===== config.mk =====
export PLATFORM = sky130hd
export DESIGN_NAME = oic_config
export DESIGN_NICKNAME = d
export VERILOG_FILES = /design/src/rtl/oic_pkg.sv /design/src/rtl/oic_config.sv
export SDC_FILE = /design/constraint.sdc
export NUM_CORES = 1
export LEC_CHECK = 0
export BUFFER_PORTS_ARGS = -buffer_cell sky130_fd_sc_hd__buf_2
export CORE_MARGIN = 2
export CORE_UTILIZATION = 50
export DETAILED_ROUTE_END_ITERATION = 12
export PLACE_DENSITY = 0.74
export SLEW_MARGIN = 20
export SYNTH_ARGS = -nofsm -noshare
export SYNTH_HDL_FRONTEND = slang
export SYNTH_SLANG_ARGS = --single-unit

===== constraint.sdc =====
create_clock -name sys_clk -period 7.1 [get_ports sys_clk]
set_clock_uncertainty 0.2 [all_clocks]
set_input_delay 1.42 -clock sys_clk [delete_from_list [all_inputs] [get_ports sys_clk]]
set_output_delay 1.42 -clock sys_clk [all_outputs]
set_load 0.01 [all_outputs]

===== src/rtl/oic_pkg.sv =====
package oic_pkg;
   // register map
   localparam logic [7:0] OIC_CFG_ADDR      = 8'hCB;
   localparam logic [7:0] OIC_MASK_ADDR     = 8'hCC;
   localparam logic [7:0] OIC_CFG_RESET     = 8'h23;
   localparam logic [7:0] OIC_MASK_RESET    = 8'hA0;
   localparam logic [7:0] OIC_CFG_RW_MASK   = 8'h7F;
   localparam logic [7:0] OIC_MASK_RW_MASK  = 8'hDF;
   // serial output config fields
   localparam int OIC_AMP_LSB    = 0;
   localparam int OIC_AMP_W      = 4;
   localparam int OIC_DIV_INV    = 4;
   localparam int OIC_DIV_EN     = 5;
   localparam int OIC_SWING_HI   = 6;
   localparam logic [3:0] OIC_AMP_MIN_60MV   = 4'h0;
   localparam logic [3:0] OIC_AMP_DEF_250MV  = 4'h3;
   localparam logic [3:0] OIC_AMP_MAX_1000MV = 4'hF;
   // interrupt mask fields
   localparam int OIC_SRC_W      = 5;
   localparam int OIC_SRC_TEMP   = 4;
   localparam int OIC_IRQ_INV    = 6;
   localparam int OIC_IRQ_PP     = 7;
   // strap decode
   localparam logic [31:0] OIC_TELECOM_FRAME = 32'hF6F62828;
   localparam logic [4:0]  OIC_DEMUX_16 = 5'h10;
   localparam logic [4:0]  OIC_DEMUX_10 = 5'h0A;
   localparam logic [4:0]  OIC_DEMUX_8  = 5'h08;
   localparam logic [4:0]  OIC_DEMUX_4  = 5'h04;
   localparam logic [9:0]  OIC_NET_COMMA = 10'h0FA;
   typedef enum logic [2:0] {
      OIC_RATE_155M, OIC_RATE_622M, OIC_RATE_2G5, OIC_RATE_2G5_FEC,
      OIC_RATE_FC, OIC_RATE_2FC, OIC_RATE_GE, OIC_RATE_10GE
   } oic_rate_t;
   localparam logic [7:0] OIC_UNMAPPED_READ = 8'h00;
endpackage


===== src/rtl/oic_config.sv =====
`timescale 1ns/1ns
`default_nettype none
module oic_config #(
   parameter logic [6:0] DEV_ADDR = 7'h3A // arbitrary bus address
) (
   input  wire logic                     sys_clk,
   input  wire logic                     rst,
   input  wire logic                     scl_in,
   input  wire logic                     sda_in,
   output logic                          sda_out,
   output logic                          sda_oe_n,
   input  wire logic                     host_interface_select,
   input  wire logic [2:0]               rate_select_pins,
   input  wire logic                     demux_ratio_hi_pin,
   input  wire logic                     demux_ratio_lo_pin,
   input  wire logic                     byte_align_enable_pin,
   input  wire logic                     loop_in_enable_n,
   input  wire logic                     loop_out_enable_n,
   input  wire logic                     channel_select_pin,
   input  wire logic                     freq_window_pin,
   input  wire logic                     ch1_threshold_pin,
   input  wire logic                     ch2_threshold_pin,
   input  wire logic                     signal_loss_ch1,
   input  wire logic                     signal_loss_ch2,
   input  wire logic                     freq_in_window,
   input  wire logic                     limiter_select_event,
   input  wire logic                     temp_alarm,
   input  wire logic                     divider_in,
   output logic [3:0]                    serial_out_amplitude,
   output logic                          divider_out_invert,
   output logic                          divider_out_enable,
   output logic                          serial_out_swing_high,
   output logic                          divider_output,
   output logic                          irq_out,
   output logic                          irq_oe_n,
   output logic                          strap_mode,
   output oic_pkg::oic_rate_t            line_rate,
   output logic                          rate_is_telecom,
   output logic [4:0]                    demux_ratio,
   output logic [31:0]                   frame_pattern,
   output logic [9:0]                    net_comma,
   output logic                          byte_align_en,
   output logic                          loop_in_path_en,
   output logic                          loop_out_path_en,
   output logic                          freq_window_1000ppm,
   output logic                          ch1_detector_en,
   output logic                          ch2_detector_en,
   output logic                          ch1_active
);
   import oic_pkg::*;
   typedef enum logic [3:0] {
      ST_IDLE, ST_ADDR, ST_ACK_ADDR, ST_SUB, ST_ACK_SUB,
      ST_WR, ST_ACK_WR, ST_RD, ST_RD_ACK
   } oic_state_t;
   oic_state_t  state_reg;
   logic        scl_prev_reg;
   logic        sda_prev_reg;
   logic [3:0]  bit_cnt_reg;
   logic [7:0]  shift_reg;
   logic [7:0]  ptr_reg;
   logic [7:0]  tx_reg;
   logic        rw_reg;
   logic        master_ack_reg;
   logic        sda_oe_n_reg;
   logic        wr_en;
   logic [7:0]  cfg_reg;
   logic [7:0]  mask_reg;
   logic        scl_rise;
   logic        scl_fall;
   logic        bus_start;
   logic        bus_stop;
   logic        byte_done;
   logic [OIC_SRC_W-1:0] sources;
   logic        irq_active;
   logic        irq_level;
   logic        irq_pp;

   function automatic logic [7:0] read_reg(input logic [7:0] addr,
                                           input logic [7:0] cfg,
                                           input logic [7:0] msk);
      logic [7:0] val;
      val = OIC_UNMAPPED_READ;
      if (addr == OIC_CFG_ADDR) begin
         val = cfg & OIC_CFG_RW_MASK;
      end else if (addr == OIC_MASK_ADDR) begin
         val = msk & OIC_MASK_RW_MASK;
      end
      return val;
   endfunction
   // bus line events
   assign scl_rise  = scl_in & ~scl_prev_reg;
   assign scl_fall  = ~scl_in & scl_prev_reg;
   assign bus_start = scl_in & scl_prev_reg & sda_prev_reg & ~sda_in;
   assign bus_stop  = scl_in & scl_prev_reg & ~sda_prev_reg & sda_in;
   assign byte_done = scl_fall && (bit_cnt_reg == 4'h8);
   assign wr_en     = (state_reg == ST_WR) && byte_done;
   assign sda_out   = 1'b0;
   assign sda_oe_n  = sda_oe_n_reg;

   always_ff @(posedge sys_clk or posedge rst) begin
      if (rst) begin
         scl_prev_reg <= 1'b1;
         sda_prev_reg <= 1'b1;
      end else begin
         scl_prev_reg <= scl_in;
         sda_prev_reg <= sda_in;
      end
   end

   // serial bus slave: address, sub-address, data with auto-increment
   always_ff @(posedge sys_clk or posedge rst) begin
      if (rst) begin
         state_reg      <= ST_IDLE;
         bit_cnt_reg    <= 4'h0;
         shift_reg      <= 8'h00;
         ptr_reg        <= 8'h00;
         tx_reg         <= 8'h00;
         rw_reg         <= 1'b0;
         master_ack_reg <= 1'b1;
         sda_oe_n_reg   <= 1'b1;
      end else if (bus_start) begin
         state_reg    <= ST_ADDR;
         bit_cnt_reg  <= 4'h0;
         sda_oe_n_reg <= 1'b1;
      end else if (bus_stop) begin
         state_reg    <= ST_IDLE;
         sda_oe_n_reg <= 1'b1;
      end else begin
         unique case (state_reg)
            ST_IDLE: sda_oe_n_reg <= 1'b1;
            ST_ADDR, ST_SUB, ST_WR: begin
               if (scl_rise) begin
                  shift_reg   <= {shift_reg[6:0], sda_in};
                  bit_cnt_reg <= bit_cnt_reg + 4'h1;
               end else if (byte_done) begin
                  bit_cnt_reg  <= 4'h0;
                  sda_oe_n_reg <= 1'b0;
                  if (state_reg == ST_ADDR) begin
                     if (shift_reg[7:1] == DEV_ADDR) begin
                        rw_reg    <= shift_reg[0];
                        state_reg <= ST_ACK_ADDR;
                     end else begin
                        sda_oe_n_reg <= 1'b1;
                        state_reg    <= ST_IDLE;
                     end
                  end else if (state_reg == ST_SUB) begin
                     ptr_reg   <= shift_reg;
                     state_reg <= ST_ACK_SUB;
                  end else begin
                     state_reg <= ST_ACK_WR;
                  end
               end
            end
            ST_ACK_ADDR: begin
               if (scl_fall) begin
                  if (rw_reg) begin
                     tx_reg       <= read_reg(ptr_reg, cfg_reg, mask_reg);
                     sda_oe_n_reg <= read_reg(ptr_reg, cfg_reg, mask_reg) >> 7 == 8'h01;
                     bit_cnt_reg  <= 4'h0;
                     state_reg    <= ST_RD;
                  end else begin
                     sda_oe_n_reg <= 1'b1;
                     state_reg    <= ST_SUB;
                  end
               end
            end
            ST_ACK_SUB, ST_ACK_WR: begin
               if (scl_fall) begin
                  sda_oe_n_reg <= 1'b1;
                  state_reg    <= ST_WR;
                  if (state_reg == ST_ACK_WR) begin
                     ptr_reg <= ptr_reg + 8'h01;
                  end
               end
            end
            ST_RD: begin
               if (scl_rise) begin
                  bit_cnt_reg <= bit_cnt_reg + 4'h1;
                  tx_reg      <= {tx_reg[6:0], 1'b0};
               end else if (byte_done) begin
                  sda_oe_n_reg <= 1'b1;
                  state_reg    <= ST_RD_ACK;
               end else if (scl_fall) begin
                  sda_oe_n_reg <= tx_reg[7];
               end
            end
            ST_RD_ACK: begin
               if (scl_rise) begin
                  master_ack_reg <= sda_in;
               end else if (scl_fall) begin
                  if (!master_ack_reg) begin
                     ptr_reg      <= ptr_reg + 8'h01;
                     tx_reg       <= read_reg(ptr_reg + 8'h01, cfg_reg, mask_reg);
                     sda_oe_n_reg <= read_reg(ptr_reg + 8'h01, cfg_reg, mask_reg) >> 7 == 8'h01;
                     bit_cnt_reg  <= 4'h0;
                     state_reg    <= ST_RD;
                  end else begin
                     state_reg <= ST_IDLE;
                  end
               end
            end
         endcase
      end
   end

   // serial output configuration register
   always_ff @(posedge sys_clk or posedge rst) begin
      if (rst) begin
         cfg_reg <= OIC_CFG_RESET;
      end else if (wr_en && ptr_reg == OIC_CFG_ADDR) begin
         cfg_reg <= shift_reg & OIC_CFG_RW_MASK;
      end
   end

   // interrupt mask register
   always_ff @(posedge sys_clk or posedge rst) begin
      if (rst) begin
         mask_reg <= OIC_MASK_RESET;
      end else if (wr_en && ptr_reg == OIC_MASK_ADDR) begin
         mask_reg <= shift_reg & OIC_MASK_RW_MASK;
      end
   end

   // register-driven analog controls and the divider output
   always_ff @(posedge sys_clk or posedge rst) begin
      if (rst) begin
         serial_out_amplitude  <= OIC_AMP_DEF_250MV;
         divider_out_invert    <= 1'b0;
         divider_out_enable    <= 1'b0;
         serial_out_swing_high <= 1'b0;
         divider_output        <= 1'b0;
      end else begin
         serial_out_amplitude  <= cfg_reg[OIC_AMP_LSB +: OIC_AMP_W];
         divider_out_invert    <= cfg_reg[OIC_DIV_INV];
         divider_out_enable    <= cfg_reg[OIC_DIV_EN];
         serial_out_swing_high <= cfg_reg[OIC_SWING_HI];
         divider_output        <= cfg_reg[OIC_DIV_EN]
                                  & (divider_in ^ cfg_reg[OIC_DIV_INV]);
      end
   end

   // interrupt pin: host mode uses mask register, strap mode temp alarm only
   assign sources    = {temp_alarm, limiter_select_event, freq_in_window,
                        signal_loss_ch2, signal_loss_ch1};
   assign irq_active = strap_mode ? temp_alarm
                                  : |(sources & mask_reg[OIC_SRC_W-1:0]);
   assign irq_level  = irq_active ^ (~strap_mode & mask_reg[OIC_IRQ_INV]);
   assign irq_pp     = ~strap_mode & mask_reg[OIC_IRQ_PP];

   always_ff @(posedge sys_clk or posedge rst) begin
      if (rst) begin
         irq_out  <= 1'b0;
         irq_oe_n <= 1'b1;
      end else begin
         irq_out  <= irq_pp & irq_level;
         irq_oe_n <= irq_pp ? 1'b0 : irq_level;
      end
   end

   // strap decode, taken every cycle while interface select is low
   always_ff @(posedge sys_clk or posedge rst) begin
      if (rst) begin
         strap_mode          <= 1'b0;
         line_rate           <= OIC_RATE_2G5;
         rate_is_telecom     <= 1'b1;
         demux_ratio         <= OIC_DEMUX_16;
         frame_pattern       <= OIC_TELECOM_FRAME;
         net_comma           <= OIC_NET_COMMA;
         byte_align_en       <= 1'b0;
         loop_in_path_en     <= 1'b0;
         loop_out_path_en    <= 1'b0;
         freq_window_1000ppm <= 1'b1;
         ch1_detector_en     <= 1'b0;
         ch2_detector_en     <= 1'b0;
         ch1_active          <= 1'b1;
      end else begin
         strap_mode <= ~host_interface_select;
         if (!host_interface_select) begin
            line_rate       <= oic_rate_t'(rate_select_pins);
            rate_is_telecom <= ~rate_select_pins[2];
            unique case ({demux_ratio_hi_pin, demux_ratio_lo_pin})
               2'b11: demux_ratio <= OIC_DEMUX_16;
               2'b10: demux_ratio <= OIC_DEMUX_10;
               2'b01: demux_ratio <= OIC_DEMUX_8;
               2'b00: demux_ratio <= OIC_DEMUX_4;
            endcase
            frame_pattern       <= OIC_TELECOM_FRAME;
            net_comma           <= OIC_NET_COMMA;
            byte_align_en       <= byte_align_enable_pin;
            loop_in_path_en     <= ~loop_in_enable_n;
            loop_out_path_en    <= ~loop_out_enable_n;
            freq_window_1000ppm <= freq_window_pin;
            ch1_detector_en     <= ch1_threshold_pin;
            ch2_detector_en     <= ch2_threshold_pin;
            ch1_active          <= channel_select_pin;
         end
      end
   end
endmodule // oic_config
`default_nettype wire


==> impl_results.rst <==
.. list-table::
   :header-rows: 1

   * - Metric
     - Value
   * - Sum of negative setup slack
     - 0 ps
   * - Worst supply voltage drop on vdd
     - 0.000148 V
   * - Number of instances resized during post-cts repair
     - 0
   * - Post-route cell area
     - 4820 um^2
   * - Antenna viol nets, final
     - 0
   * - Timing-limited maximum frequency
     - between 300 and 400 MHz
   * - Netlist area before placement
     - 4500 um^2
   * - Setup repair after global routing missed its margin
     - no
   * - Hold Violations, Final
     - 0
   * - Cts-stage hold buffer count
     - 0
   * - Worst setup SP type
     - input pin
   * - Static Leak
     - 2.10 nW
   * - Top-level I/O count
     - 94
   * - Vertical die dimension
     - 98.9 um
   * - Number of max-capacitance violations reported
     - 0
   * - Hpwl dp
     - roughly 6.8 mm
   * - Ratio of routed vias to standard cells
     - a little under 6
   * - Fraction of layout cells with a size suffix above 1
     - 0.253
   * - Average cell area after synthesis
     - between 10 and 15 um^2
   * - Final Power
     - 1.59 mW
   * - Vias in the first global route
     - 3276
   * - Slew Viols, Final
     - 0
   * - Sequential cell area fraction in the yosys report
     - 0.432
   * - Worst slack at placement
     - 3380 ps
   * - Worst hold path depth
     - 0
   * - Detailed Route Iter0 Violations
     - 265
   * - Share of the core filled with cells
     - 0.553
   * - Cell types occupying the most area after synthesis
     - sky130_fd_sc_hd__dfrtp_1, sky130_fd_sc_hd__dfstp_2, sky130_fd_sc_hd__buf_4
   * - Clock network latency to the later pin of the worst-skew pair
     - ~360 ps
   * - Final global-route overflow total
     - 0
   * - Global-route wire length before repair
     - 15.9 mm
   * - Switching power
     - 0.674 mW
   * - Die area
     - roughly 9800 um^2
   * - Slew Limit Headroom
     - 0.375
   * - Proportion of power drawn by flip-flops and latches
     - 0.439
   * - Final Cycle Share
     - 0.446
   * - Placed Cells incl. Taps
     - 586
   * - Count of endpoints failing setup in the final report
     - 0
   * - Path type of the worst min-delay path
     - reg2reg
   * - Count of flip-flops with a built-in enable after synthesis
     - 0
   * - Part of the total power dissipated in the clock network
     - 0.194
   * - Buffers inserted during post-CTS setup optimization
     - 0
   * - Buffer type at the clock tree root
     - sky130_fd_sc_hd__clkbuf_8
   * - Power per cell area
     - 330 nW/um^2
   * - Number of warning messages in the yosys log
     - 0
   * - Total Routing Usage GR
     - 0.199
   * - Standard cell core area
     - 8720 um^2
   * - TritonCTS clock tree
     - done
   * - Instance area after placement
     - 4640 um^2
   * - Transition at the pin with the smallest max-transition slack
     - 937 ps
   * - Hold path endpoint
     - serial_out_amplitude[1]$_DFF_PP1_
   * - Antenna violations before repair
     - 0
   * - Number of input and output port buffers inserted
     - 49
   * - Worst setup path category
     - in2reg
   * - Number of buffers inserted during clock tree synthesis
     - 9
   * - Area added between synthesis and finish
     - 7.17%
   * - Async S/R FF share, synth
     - 1.00
   * - Arrival time of data at the critical path endpoint
     - 3230 ps
   * - Status
     - complete, no violations
   * - Min-delay src
     - cfg_reg[1]$_DFFE_PP1P_
   * - Number of cell instances on the worst register-to-register path
     - 5
   * - Endpoint of the worst register-to-register path
     - tx_reg[1]$_DFFE_PP0P_
   * - Number of nets in the layout
     - approximately 520
   * - X dimension of the die
     - 98.9 um
   * - Final Wtd Congestion
     - 0.895
   * - Number of synthesized register bits
     - 77
   * - Number of diodes
     - 0
   * - Internal power
     - about 0.9 mW
   * - Share of power burned in combinational logic
     - 0.367
   * - Initial core utilization
     - 0.516
   * - Required time reported for the critical path endpoint
     - 7170 ps
   * - Min Tclk post-route
     - around 3200 ps
   * - Number of cells produced by synthesis
     - 448
   * - Main flop type after synthesis
     - sky130_fd_sc_hd__dfrtp_1
   * - Biggest fanout along the worst timing path
     - 15
   * - Number of fill cells in the layout
     - 767
   * - Total iterations of the first detailed-routing run
     - 5
   * - Vias
     - 3545
   * - Number of sinks handled by clock tree synthesis
     - between 70 and 80
   * - Final instance count without filler cells
     - 602
   * - Clock Path Buffers
     - 2
   * - Maximum number of pins on one net before global-route repair
     - 78
   * - Average wire per cell in the routed design
     - 15.9 um
   * - Hold Slack
     - around 170 ps
   * - Routed wire length
     - 9.58 mm
   * - Num rows
     - 34
   * - Depth of the CTS H-tree
     - 3
   * - Number of remaining DRC errors
     - 0
   * - Startpoint of the most critical register-to-register path
     - state_reg[2]$_DFFE_PP0P_
   * - Number of distinct library cell variants in the gate-level netlist after synthesis
     - 74
   * - Yosys top cell area share
     - 0.339
   * - Post-synth top area cell
     - sky130_fd_sc_hd__dfrtp_1
   * - Post-route setup slack
     - 3940 ps
   * - Switching share of power
     - 0.423
   * - Setup slack of the worst register-to-register path
     - 4270 ps
   * - CTS clock-pin slew for the worst setup and hold paths
     - 80 ps
   * - Crit end category
     - flip-flop
cells in the mapped netlist (all sizes together) (3+ instances only):
| library cell | n |
|---|---|
| o21ai | 24 |
| nand2 | 30 |
| o221ai | 5 |
| nor3b | 6 |
| xnor2 | 4 |
| nor2 | 18 |
| nand4 | 4 |
| mux2i | 5 |
| dfstp | 16 |
| a221oi | 6 |
| mux2 | 29 |
| dfrtp | 61 |
| inv | 23 |
| a31oi | 5 |
| nor3 | 4 |
| buf | 54 |
| ha | 9 |
| and4bb | 3 |
| nand2b | 6 |
| nand4b | 3 |
| or3 | 3 |
| and3 | 5 |
| nor4 | 11 |
| o211ai | 5 |
| a22oi | 3 |
| clkbuf | 8 |
| nand3 | 19 |
| nor2b | 5 |
| o31ai | 3 |
| o22ai | 6 |
| a21oi | 16 |
| a2bb2oi | 7 |
critical path: stages:
cell	delay, ps
sky130_fd_sc_hd__buf_2	180
sky130_fd_sc_hd__nor3b_1	580
sky130_fd_sc_hd__a2bb2oi_1	200
sky130_fd_sc_hd__o211ai_1	190
sky130_fd_sc_hd__or4_1	550
sky130_fd_sc_hd__o211ai_1	100
power groups by stage:
stage               registers [mW]  clock network, mW  logic [mW]
global placement             0.699                  0       0.566
finish                       0.700              0.309       0.585
detailed placement           0.700                  0       0.578
global route                 0.717              0.334       0.647
floorplan                    0.607                  0       0.541
CTS                          0.693              0.313       0.580
cell type report:
| type | instances | area, um^2 | share of cell area |
|---|---|---|---|
| well taps | 108 | 135 | 0.0280 |
| flip-flops and latches | 77 | 1950 | 0.404 |
| multi-input cells | 328 | 2220 | 0.461 |
| clock buffers | 9 | 124 | 0.0257 |
| inverters | 23 | 86.3 | 0.0179 |
| clock inverters | 7 | 57.6 | 0.0119 |
| repair buffers | 50 | 253 | 0.0524 |
how the worst max path moves through the flow:
stage | from | to | slack, ps | cells past startpoint
2_1_floorplan | rst | bit_cnt_reg[0]$_DFFE_PP0P_ | 3540 | 1
3_3_place_gp | scl_in | cfg_reg[2]$_DFFE_PP0P_ | 3560 | 5
3_5_place_dp | scl_in | cfg_reg[2]$_DFFE_PP0P_ | 3380 | 5
4_1_cts | scl_in | cfg_reg[2]$_DFFE_PP0P_ | 3750 | 5
5_1_grt | scl_in | bit_cnt_reg[3]$_DFFE_PP0P_ | 3810 | 6
6_report | scl_in | bit_cnt_reg[3]$_DFFE_PP0P_ | 3940 | 6
logic make-up after synthesis:
family          share of synthesized area
compound gates                      0.164
xor+xnor                           0.0117
fa+ha+maj                          0.0250
buf+inv                             0.110
flops                               0.432
mux                                0.0837
other cells                       0.00167
simple gates                        0.172
placed cells by master (no fill, tap or decap), types with 6 or more instances in the layout:
cell type / instances
sky130_fd_sc_hd__buf_2: 49
sky130_fd_sc_hd__nor4_1: 11
sky130_fd_sc_hd__mux2_2: 29
sky130_fd_sc_hd__dfstp_2: 16
sky130_fd_sc_hd__a21oi_1: 15
sky130_fd_sc_hd__o21ai_0: 21
sky130_fd_sc_hd__conb_1: 44
sky130_fd_sc_hd__nor2_1: 18
sky130_fd_sc_hd__clkbuf_8: 9
sky130_fd_sc_hd__nand3_1: 19
sky130_fd_sc_hd__ha_1: 9
sky130_fd_sc_hd__a2bb2oi_1: 7
sky130_fd_sc_hd__inv_1: 22
sky130_fd_sc_hd__nand2_1: 30
sky130_fd_sc_hd__dfrtp_1: 61
sky130_fd_sc_hd__o22ai_1: 6
routing by layer:
metal,GRT usage,wire [um]
met1,0.272,4170
met5,0,0
met4,0.0832,234
met3,0.0376,576
met2,0.312,4600
No activity file was read; power rests on OpenSTA's default activity.
